===== config.mk =====
export PLATFORM = sky130hd
export DESIGN_NAME = cmt_mailbox_ctrl
export DESIGN_NICKNAME = d
export VERILOG_FILES = /design/src/verilog/cmt_pkg.sv /design/src/verilog/cmt_mailbox_ctrl.sv
export SDC_FILE = /design/constraint.sdc
export NUM_CORES = 2
export LEC_CHECK = 0
export BUFFER_PORTS_ARGS = -buffer_cell sky130_fd_sc_hd__buf_2
export CORE_ASPECT_RATIO = 0.7
export CORE_MARGIN = 8
export CORE_UTILIZATION = 56
export CTS_CLUSTER_SIZE = 28
export DETAILED_ROUTE_END_ITERATION = 8
export GPL_TIMING_DRIVEN = 0
export PLACE_DENSITY = 0.75
export SYNTH_ARGS = -nofsm -noshare
export SYNTH_HDL_FRONTEND = slang
export SYNTH_SLANG_ARGS = --single-unit

===== constraint.sdc =====
create_clock -name i_sys_clk -period 44.9 [get_ports i_sys_clk]
set_input_delay 4.49 -clock i_sys_clk [delete_from_list [all_inputs] [get_ports i_sys_clk]]
set_output_delay 4.49 -clock i_sys_clk [all_outputs]
set_load 0.005 [all_outputs]

===== src/verilog/cmt_pkg.sv =====
// shared constants and types for the mailbox transmit-request control block
package cmt_pkg;

  // ==========================================================================
  // sizes
  localparam int unsigned NUM_MBOX = 32;
  localparam int unsigned ID_W = 29;
  localparam int unsigned TPL_W = 5;
  localparam int unsigned ADDR_W = 12;

  // ==========================================================================
  // register offsets (byte addresses)
  localparam logic [11:0] OFS_ENABLE = 12'h000;
  localparam logic [11:0] OFS_DIRECTION = 12'h004;
  localparam logic [11:0] OFS_TX_REQ_SET = 12'h008;
  localparam logic [11:0] OFS_REQ_CANCEL = 12'h00c;
  localparam logic [11:0] OFS_TX_ACK = 12'h010;
  localparam logic [11:0] OFS_ABORT_ACK = 12'h014;
  localparam logic [11:0] OFS_REMOTE_REQ = 12'h018;
  localparam logic [11:0] OFS_INT_MASK = 12'h01c;
  localparam logic [11:0] OFS_INT_LEVEL = 12'h020;
  localparam logic [11:0] OFS_GLOBAL_FLAG0 = 12'h024;
  localparam logic [11:0] OFS_GLOBAL_FLAG1 = 12'h028;
  localparam logic [11:0] OFS_CONTROL = 12'h02c;
  localparam logic [11:0] OFS_STATUS = 12'h030;
  localparam logic [11:0] OFS_ID_BASE = 12'h100;
  localparam logic [11:0] OFS_TPL_BASE = 12'h200;
  localparam logic [11:0] OFS_TABLE_SPAN = 12'h080;

  // ==========================================================================
  // field positions
  localparam int unsigned BIT_ABORT_FLAG = 14;
  localparam int unsigned BIT_MBOX_FLAG = 15;
  localparam int unsigned BIT_EXT_MODE = 0;
  localparam int unsigned BIT_BUSY = 0;
  localparam int unsigned POS_ACTIVE = 8;

  // ==========================================================================
  // reset values
  localparam logic [31:0] RST_BITS = 32'h0000_0000;

  // ==========================================================================
  // types
  typedef enum logic [1:0] {
    CMT_IDLE = 2'b00,
    CMT_OFFER = 2'b01,
    CMT_BUSY = 2'b11
  } cmt_fsm_e;

  typedef struct packed {
    logic [ADDR_W-1:0] addr;
    logic [31:0] wdata;
    logic wr;
    logic rd;
  } cmt_cpu_req_s;

  typedef struct packed {
    logic valid;
    logic [4:0] mbox;
    logic [ID_W-1:0] id;
    logic remote;
  } cmt_tx_offer_s;

  typedef struct packed {
    logic start;
    logic done;
    logic fail;
  } cmt_tx_event_s;

  typedef struct packed {
    logic valid;
    logic [4:0] mbox;
  } cmt_rx_remote_s;

endpackage : cmt_pkg

===== src/verilog/cmt_mailbox_ctrl.sv =====
// mailbox enable, direction, transmit request, cancel and acknowledge control
`timescale 1ns/1ps

// Function
// - one enable bit per mailbox, all cleared at reset.
// - disabled mailboxes are never offered for transmission; storage stays cpu accessible.
// - identifier writes are refused while the mailbox is enabled.
// - direction bit 1 means receive, 0 transmit; cleared at reset.
// - writing 1 sets a transmit request bit; 0 does nothing; reset clears.
// - request bit clears on successful send or abort.
// - receive mailbox request only counts with remote request bit set.
// - a received remote frame request may set a request bit.
// - cpu set beats controller clear of a request bit.
// - pending requests go out one by one, highest mailbox number first.
// - cancel bits set only by cpu, cleared by logic on success or abort.
// - cancel withdraws a pending request not currently on the bus.
// - a frame in progress is not stopped; cancel clears at its end.
// - abort sets abort ack bit, success sets transmit ack bit.
// - cpu set beats internal clear of a cancel bit.
// - cancellation visible by reading the request bit.
// - transmit ack bit with mask set raises the mailbox interrupt flag.
// - writing 1 clears an ack bit and its interrupt; reset clears.
// - controller set beats cpu clear of an ack bit.
// - extended mode orders by priority level, then mailbox number.
// - failed frame retries after re-evaluating all pending requests.
// - abort also sets the global abort flag, cleared by writing 1.
module cmt_mailbox_ctrl (
  // clock and reset
  input wire logic i_sys_clk,
  input wire logic i_arst_n,
  // cpu register port
  input wire cmt_pkg::cmt_cpu_req_s i_cpu,
  output logic [31:0] o_cpu_rdata,
  // transmit engine side
  output cmt_pkg::cmt_tx_offer_s o_tx,
  input wire cmt_pkg::cmt_tx_event_s i_tx_evt,
  input wire cmt_pkg::cmt_rx_remote_s i_rx_remote,
  // flags
  output logic o_mbox_int0,
  output logic o_mbox_int1,
  output logic o_abort_flag
);
  import cmt_pkg::*;

  // ==========================================================================
  // state
  typedef struct packed {
    logic [31:0] ena;
    logic [31:0] dir;
    logic [31:0] transmit_request_bit;
    logic [31:0] request_cancel_bit;
    logic [31:0] ta;
    logic [31:0] aa;
    logic [31:0] remote_request_bit;
    logic [31:0] mim;
    logic [31:0] mil;
    logic abort_global_flag;
    logic ext;
    cmt_fsm_e fsm;
    logic [4:0] act;
    logic [4:0] sel;
    logic [31:0] rdata;
    logic [NUM_MBOX-1:0][ID_W-1:0] id;
    logic [NUM_MBOX-1:0][TPL_W-1:0] transmit_priority_level;
  } cmt_state_s;

  cmt_state_s st;
  cmt_state_s next_st;
  logic rst_meta_n;
  logic rst_n;

  // ==========================================================================
  // reset release
  always_ff @(posedge i_sys_clk or negedge i_arst_n)
  begin
    if (!i_arst_n)
    begin
      rst_meta_n <= 1'b0;
      rst_n <= 1'b0;
    end
    else
    begin
      rst_meta_n <= 1'b1;
      rst_n <= rst_meta_n;
    end
  end

  // ==========================================================================
  // helpers
  // highest key wins; ties go to the higher mailbox number
  function automatic logic [5:0] pick_mbox(input logic [31:0] elig,
                                           input logic [NUM_MBOX-1:0][TPL_W-1:0] transmit_priority_level,
                                           input logic ext);
    logic found;
    logic [4:0] best;
    logic [TPL_W-1:0] best_key;
    logic [TPL_W-1:0] key;
    found = 1'b0;
    best = 5'h00;
    best_key = '0;
    for (int n = 0; n < NUM_MBOX; n++)
    begin
      key = ext ? transmit_priority_level[n] : '0;
      if (elig[n] && (!found || key >= best_key))
      begin
        found = 1'b1;
        best = 5'(n);
        best_key = key;
      end
    end
    return {found, best};
  endfunction : pick_mbox

  function automatic logic [31:0] onehot(input logic [4:0] idx);
    return 32'h0000_0001 << idx;
  endfunction : onehot

  // ==========================================================================
  // combinational terms
  logic wr_trs;
  logic wr_trr;
  logic wr_ta;
  logic wr_aa;
  logic [31:0] elig;
  logic [5:0] pick;
  logic busy;
  logic done_ok;
  logic fail_any;
  logic abort_now;
  logic [31:0] act_bit;
  logic [31:0] cancel_now;
  logic [31:0] remote_set;
  logic in_id;
  logic in_tpl;
  logic [4:0] tbl_idx;

  assign wr_trs = i_cpu.wr && (i_cpu.addr == OFS_TX_REQ_SET);
  assign wr_trr = i_cpu.wr && (i_cpu.addr == OFS_REQ_CANCEL);
  assign wr_ta = i_cpu.wr && (i_cpu.addr == OFS_TX_ACK);
  assign wr_aa = i_cpu.wr && (i_cpu.addr == OFS_ABORT_ACK);
  assign busy = (st.fsm == CMT_BUSY);
  assign act_bit = onehot(st.act);
  assign done_ok = busy && i_tx_evt.done;
  assign fail_any = busy && i_tx_evt.fail;
  // a failed frame whose cancel bit is up becomes an abort
  assign abort_now = fail_any && st.request_cancel_bit[st.act];
  assign elig = st.transmit_request_bit & st.ena & (~st.dir | st.remote_request_bit);
  assign pick = pick_mbox(elig, st.transmit_priority_level, st.ext);
  assign cancel_now = st.request_cancel_bit & st.transmit_request_bit & ~(busy ? act_bit : 32'h0000_0000);
  assign remote_set = (i_rx_remote.valid && st.ena[i_rx_remote.mbox] &&
                       !st.dir[i_rx_remote.mbox]) ? onehot(i_rx_remote.mbox) : 32'h0000_0000;
  assign in_id = (i_cpu.addr >= OFS_ID_BASE) && (i_cpu.addr < OFS_ID_BASE + OFS_TABLE_SPAN);
  assign in_tpl = (i_cpu.addr >= OFS_TPL_BASE) && (i_cpu.addr < OFS_TPL_BASE + OFS_TABLE_SPAN);
  assign tbl_idx = i_cpu.addr[6:2];

  // ==========================================================================
  // next state
  always_comb
  begin
    logic [31:0] trs_clr;
    logic [31:0] trr_clr;
    logic [31:0] ta_set;
    logic [31:0] aa_set;
    trs_clr = cancel_now;
    trr_clr = cancel_now;
    ta_set = 32'h0000_0000;
    aa_set = cancel_now;
    next_st = st;
    next_st.rdata = 32'h0000_0000;

    if (done_ok)
    begin
      trs_clr = trs_clr | act_bit;
      trr_clr = trr_clr | act_bit;
      ta_set = act_bit;
    end
    if (abort_now)
    begin
      trs_clr = trs_clr | act_bit;
      trr_clr = trr_clr | act_bit;
      aa_set = aa_set | act_bit;
    end

    next_st.transmit_request_bit = (st.transmit_request_bit & ~trs_clr) | remote_set | (wr_trs ? i_cpu.wdata : 32'h0000_0000);
    next_st.request_cancel_bit = (st.request_cancel_bit & ~trr_clr) | (wr_trr ? i_cpu.wdata : 32'h0000_0000);
    next_st.ta = (st.ta & ~(wr_ta ? i_cpu.wdata : 32'h0000_0000)) | ta_set;
    next_st.aa = (st.aa & ~(wr_aa ? i_cpu.wdata : 32'h0000_0000)) | aa_set;
    if (i_cpu.wr && (i_cpu.addr == OFS_GLOBAL_FLAG0) && i_cpu.wdata[BIT_ABORT_FLAG])
    begin
      next_st.abort_global_flag = 1'b0;
    end
    if (|aa_set)
    begin
      next_st.abort_global_flag = 1'b1;
    end

    // plain read/write registers
    if (i_cpu.wr)
    begin
      if (i_cpu.addr == OFS_ENABLE)
      begin
        next_st.ena = i_cpu.wdata;
      end
      else if (i_cpu.addr == OFS_DIRECTION)
      begin
        next_st.dir = i_cpu.wdata;
      end
      else if (i_cpu.addr == OFS_REMOTE_REQ)
      begin
        next_st.remote_request_bit = i_cpu.wdata;
      end
      else if (i_cpu.addr == OFS_INT_MASK)
      begin
        next_st.mim = i_cpu.wdata;
      end
      else if (i_cpu.addr == OFS_INT_LEVEL)
      begin
        next_st.mil = i_cpu.wdata;
      end
      else if (i_cpu.addr == OFS_CONTROL)
      begin
        next_st.ext = i_cpu.wdata[BIT_EXT_MODE];
      end
      else if (in_id && !st.ena[tbl_idx])
      begin
        next_st.id[tbl_idx] = i_cpu.wdata[ID_W-1:0];
      end
      else if (in_tpl)
      begin
        next_st.transmit_priority_level[tbl_idx] = i_cpu.wdata[TPL_W-1:0];
      end
    end

    // read data, valid only in the cycle after the strobe
    if (i_cpu.rd)
    begin
      if (i_cpu.addr == OFS_ENABLE)
      begin
        next_st.rdata = st.ena;
      end
      else if (i_cpu.addr == OFS_DIRECTION)
      begin
        next_st.rdata = st.dir;
      end
      else if (i_cpu.addr == OFS_TX_REQ_SET)
      begin
        next_st.rdata = st.transmit_request_bit;
      end
      else if (i_cpu.addr == OFS_REQ_CANCEL)
      begin
        next_st.rdata = st.request_cancel_bit;
      end
      else if (i_cpu.addr == OFS_TX_ACK)
      begin
        next_st.rdata = st.ta;
      end
      else if (i_cpu.addr == OFS_ABORT_ACK)
      begin
        next_st.rdata = st.aa;
      end
      else if (i_cpu.addr == OFS_REMOTE_REQ)
      begin
        next_st.rdata = st.remote_request_bit;
      end
      else if (i_cpu.addr == OFS_INT_MASK)
      begin
        next_st.rdata = st.mim;
      end
      else if (i_cpu.addr == OFS_INT_LEVEL)
      begin
        next_st.rdata = st.mil;
      end
      else if (i_cpu.addr == OFS_GLOBAL_FLAG0)
      begin
        next_st.rdata[BIT_MBOX_FLAG] = o_mbox_int0;
        next_st.rdata[BIT_ABORT_FLAG] = st.abort_global_flag;
      end
      else if (i_cpu.addr == OFS_GLOBAL_FLAG1)
      begin
        next_st.rdata[BIT_MBOX_FLAG] = o_mbox_int1;
      end
      else if (i_cpu.addr == OFS_CONTROL)
      begin
        next_st.rdata[BIT_EXT_MODE] = st.ext;
      end
      else if (i_cpu.addr == OFS_STATUS)
      begin
        next_st.rdata[BIT_BUSY] = busy;
        next_st.rdata[POS_ACTIVE +: 5] = st.act;
      end
      else if (in_id)
      begin
        next_st.rdata[ID_W-1:0] = st.id[tbl_idx];
      end
      else if (in_tpl)
      begin
        next_st.rdata[TPL_W-1:0] = st.transmit_priority_level[tbl_idx];
      end
    end

    // transmit sequencing
    case (st.fsm)
      CMT_IDLE:
      begin
        if (pick[5])
        begin
          next_st.sel = pick[4:0];
          next_st.fsm = CMT_OFFER;
        end
      end
      CMT_OFFER:
      begin
        if (o_tx.valid && i_tx_evt.start)
        begin
          next_st.act = st.sel;
          next_st.fsm = CMT_BUSY;
        end
        else if (pick[5])
        begin
          next_st.sel = pick[4:0];
        end
        else
        begin
          next_st.fsm = CMT_IDLE;
        end
      end
      CMT_BUSY:
      begin
        if (done_ok || fail_any)
        begin
          next_st.fsm = CMT_IDLE;
        end
      end
      default:
      begin
        next_st.fsm = CMT_IDLE;
      end
    endcase
  end

  always_ff @(posedge i_sys_clk or negedge rst_n)
  begin
    if (!rst_n)
    begin
      st <= '0;
      st.fsm <= CMT_IDLE;
      st.ena <= RST_BITS;
      st.dir <= RST_BITS;
      st.transmit_request_bit <= RST_BITS;
      st.ta <= RST_BITS;
    end
    else
    begin
      st <= next_st;
    end
  end

  // ==========================================================================
  // outputs
  assign o_cpu_rdata = st.rdata;
  // offer is withdrawn at once if the chosen request vanishes
  assign o_tx.valid = (st.fsm == CMT_OFFER) && elig[st.sel];
  assign o_tx.mbox = st.sel;
  assign o_tx.id = st.id[st.sel];
  assign o_tx.remote = st.dir[st.sel];
  assign o_mbox_int0 = |(st.ta & st.mim & ~st.mil);
  assign o_mbox_int1 = |(st.ta & st.mim & st.mil);
  assign o_abort_flag = st.abort_global_flag;
endmodule : cmt_mailbox_ctrl


==> qor.yml <==
status: "complete, but fails checks"
violations: "capacitance limit, slew limit, setup timing"
cp_top_family: "compound AO/OA/AOI/OAI gates"
start_util_pct: 56.3
cts_tree: "yes"
syn_inst: 6423
grt.met3_usage_pct: 31.2
synth.yosys.warnings: 0
core_area_um2: 145000
dieArea_um2: 158000
drtAntennaViolNets: 0
hold_viol: 0
critPathLaunch: "st[1198]$_DFFE_PN0P_"
met1_usage_pct: 67.7
crit_slowest_cell: "dfrtp_2"
hold_class: "reg -> reg"
die_w_um: 472
r2r_setup_slack_ns: -4.07
ir_drop_mv: 0.0412
worst_slew_pin_slew_ns: 1.74
finalSetupViolations: 5
start_kind: "flop"
fp-row-count: 117
critical_path_class: "reg -> reg"
critPathCaptureType: "flop"
ys_seq_area_share_pct: 43.6
synth-async-reset-ratio_pct: 100
grt_pass1_wl_um: 547000
ys.flop_type: "dfrtp_1"
fin_skew_ns: 0.0473
max_freq_mhz: 20.4
yosysTopAreaCell: "dfrtp_1"
cp_num_buf_inv: 32
reg2reg_depth: 279
synth_top_area_share_pct: 43.6
p_leak_nw: 43.1
area.growth.synth_to_final_pct: 16.7
slew_viol_final: 293
syn_area_per_cell_um2: 12.7
remaining_drc_errors: 0
whs_ns: 0.358
worstSetupEndpoint: "o_tx[33]$_DFFE_PN0P_"
dpl.hpwl_um: 299000
busiest_layer: "met1"
firstDrtPassIters: 8
routedWlPerCell_um: 44.6
synthDistinctLibCells: 94
synth_seq_cells: 1424
cts_hold_buf: 0
vias: 70500
nets: 7132
netlist_area_um2: 81600
cts_buffer_depth: 3
powerDensity_nw_per_um2: 34.6
drt_iter0_markers: 12800
relSlewSlack_pct: -16.1
r2r_start: "st[1198]$_DFFE_PN0P_"
overflow: 0
multi_input_area_um2: 45900
seqCellArea_um2: 35600
place_congestion: 1.07
yosys-top-cells-area: "dfrtp_1, mux2_2, mux4_2, ha_1, clkbuf_1"
rr_endpoint: "o_tx[33]$_DFFE_PN0P_"
numPortBuffers: 114
met2_usage_pct: 60.3
rsz0062_at_grt: "yes"
clkTransAtPathRegs_ns: 0.07
fp.dieH_um: 335
viasPerCell: 7.80
drive_gt1_share_pct: 43.4
fin_util_pct: 65.7
maxCapViolCount: 36
track_usage_pct: 49.7
synth_edf_count: 0
antenna_found_initial: 55
routed_wl_um: 403000
timing.final.ws_setup_ns: -4.07
io_pins: 128
clock_sinks: 1424
synth.net_count: 6635
grt_pass1_vias: 66700
critical_path_depth: 279
required_ns: 45.54
min_period_ns: 48.97
insertion_delay_ns: 0.83
arrival_ns: 49.60
nFillCells: 10500
cts-root-buf: "clkbuf_16"
cts_buffers: 145
htree_levels: 4
post-route-period-util_pct: 109
critPathMostFrequentCell: "a21o_1"
cpPeakStageDelay_ns: 0.42
grt_max_degree: 75
critPathMaxFanout: 7
[what timing repair did]
action                                  CTS  global route
pin swaps                               234           173
resized for setup                       351           158
gates cloned                              4             0
buffers inserted                        164            36
endpoints found under the setup margin    5             5
[power breakdown]
group,switching [mW],leakage (nW),total [mW],internal (mW)
logic,0.462,20.9,0.656,0.194
registers,0.0253,19.7,1.33,1.30
clock network,0.576,2.43,1.31,0.737
total,1.06,43.1,3.30,2.23
[state kept, by name (all words and copies together) (netlist names)]
signal        cells
st             1384
o_abort_flag      1
rst_n             1
o_tx              5
rst_meta_n        1
o_cpu_rdata      32
[through the flow]
stage	std cells	setup WS [ns]	area [µm²]	TNS [ns]	total power [mW]
2_1_floorplan	6423	0.00656	82200	0	1.67
3_3_place_gp	8500	-14.46	85200	-	1.94
3_5_place_dp	8534	-12.68	86000	-61.51	1.96
4_1_cts	8957	-2.61	94100	-12.72	3.23
5_1_grt	9010	-5.10	95200	-24.83	3.32
6_report	9042	-4.07	95300	-19.56	3.30
[final cells by class]
class,instances,area share (%)
tap,1963,2.58
sequential,1424,37.4
clock inverter,46,0.672
buffer,601,3.07
clock buffer,213,4.52
multi-input combinational,4305,48.1
timing repair buffer,354,3.16
inverter,89,0.353
antenna,47,0.123
[placed cells by master (no fill, tap or decap), types with 137 or more instances in the layout]
cell type  count
clkbuf_1     346
mux2_2      1288
dfrtp_1     1421
nand2_1      342
mux4_2       603
clkbuf_16    155
nor2_1       272
a21oi_1      137
buf_4        214
buf_2        181
[cell usage after synthesis, drive strengths merged, types with 23 or more instances]
master and instances:
buf 226, nand2 369, a21oi 205, nand2b 54, mux2i 30, and2 131
inv 89, a211oi 23, nand4 23, a21o 64, ha 155, a221oi 42
o22ai 136, o211ai 41, nor2 297, a22oi 26, nor3 75, clkbuf 380
a31oi 53, nor4 23, nor2b 30, a221o 40, o21ai 162, mux4 603
dfrtp 1424, mux2 1291, nand3 81, a22o 80
[worst min path at each step]
stage,depth (start not counted),slack (ns),startpoint,end
6_report,0,0.36,rst_meta_n$_DFF_PN0_,rst_n$_DFF_PN0_
5_1_grt,0,0.38,rst_meta_n$_DFF_PN0_,rst_n$_DFF_PN0_
4_1_cts,0,0.37,rst_meta_n$_DFF_PN0_,rst_n$_DFF_PN0_
3_5_place_dp,0,0.34,rst_meta_n$_DFF_PN0_,rst_n$_DFF_PN0_
3_3_place_gp,0,0.34,rst_meta_n$_DFF_PN0_,rst_n$_DFF_PN0_
2_1_floorplan,0,0.33,rst_meta_n$_DFF_PN0_,rst_n$_DFF_PN0_
[layer usage]
metal / share of wire, % / up-vias
li1: - / 25500
met1: 37 / 36400
met2: 37 / 7174
met3: 20 / 1441
met4: 6.3 / 32
met5: 0.17 / -
[logic make-up (layout without fill, tap and decap cells)]
group	after synthesis	after routing	synth area share (%)
flops	1424	1424	43.6
buf+inv	695	1303	3.47
compound gates	1043	1044	8.82
mux	1924	1924	34.8
other cells	1	48	0.00459
simple gates	1181	1181	6.88
fa+ha+maj	155	155	2.38
(Power assumes the default switching activity.)
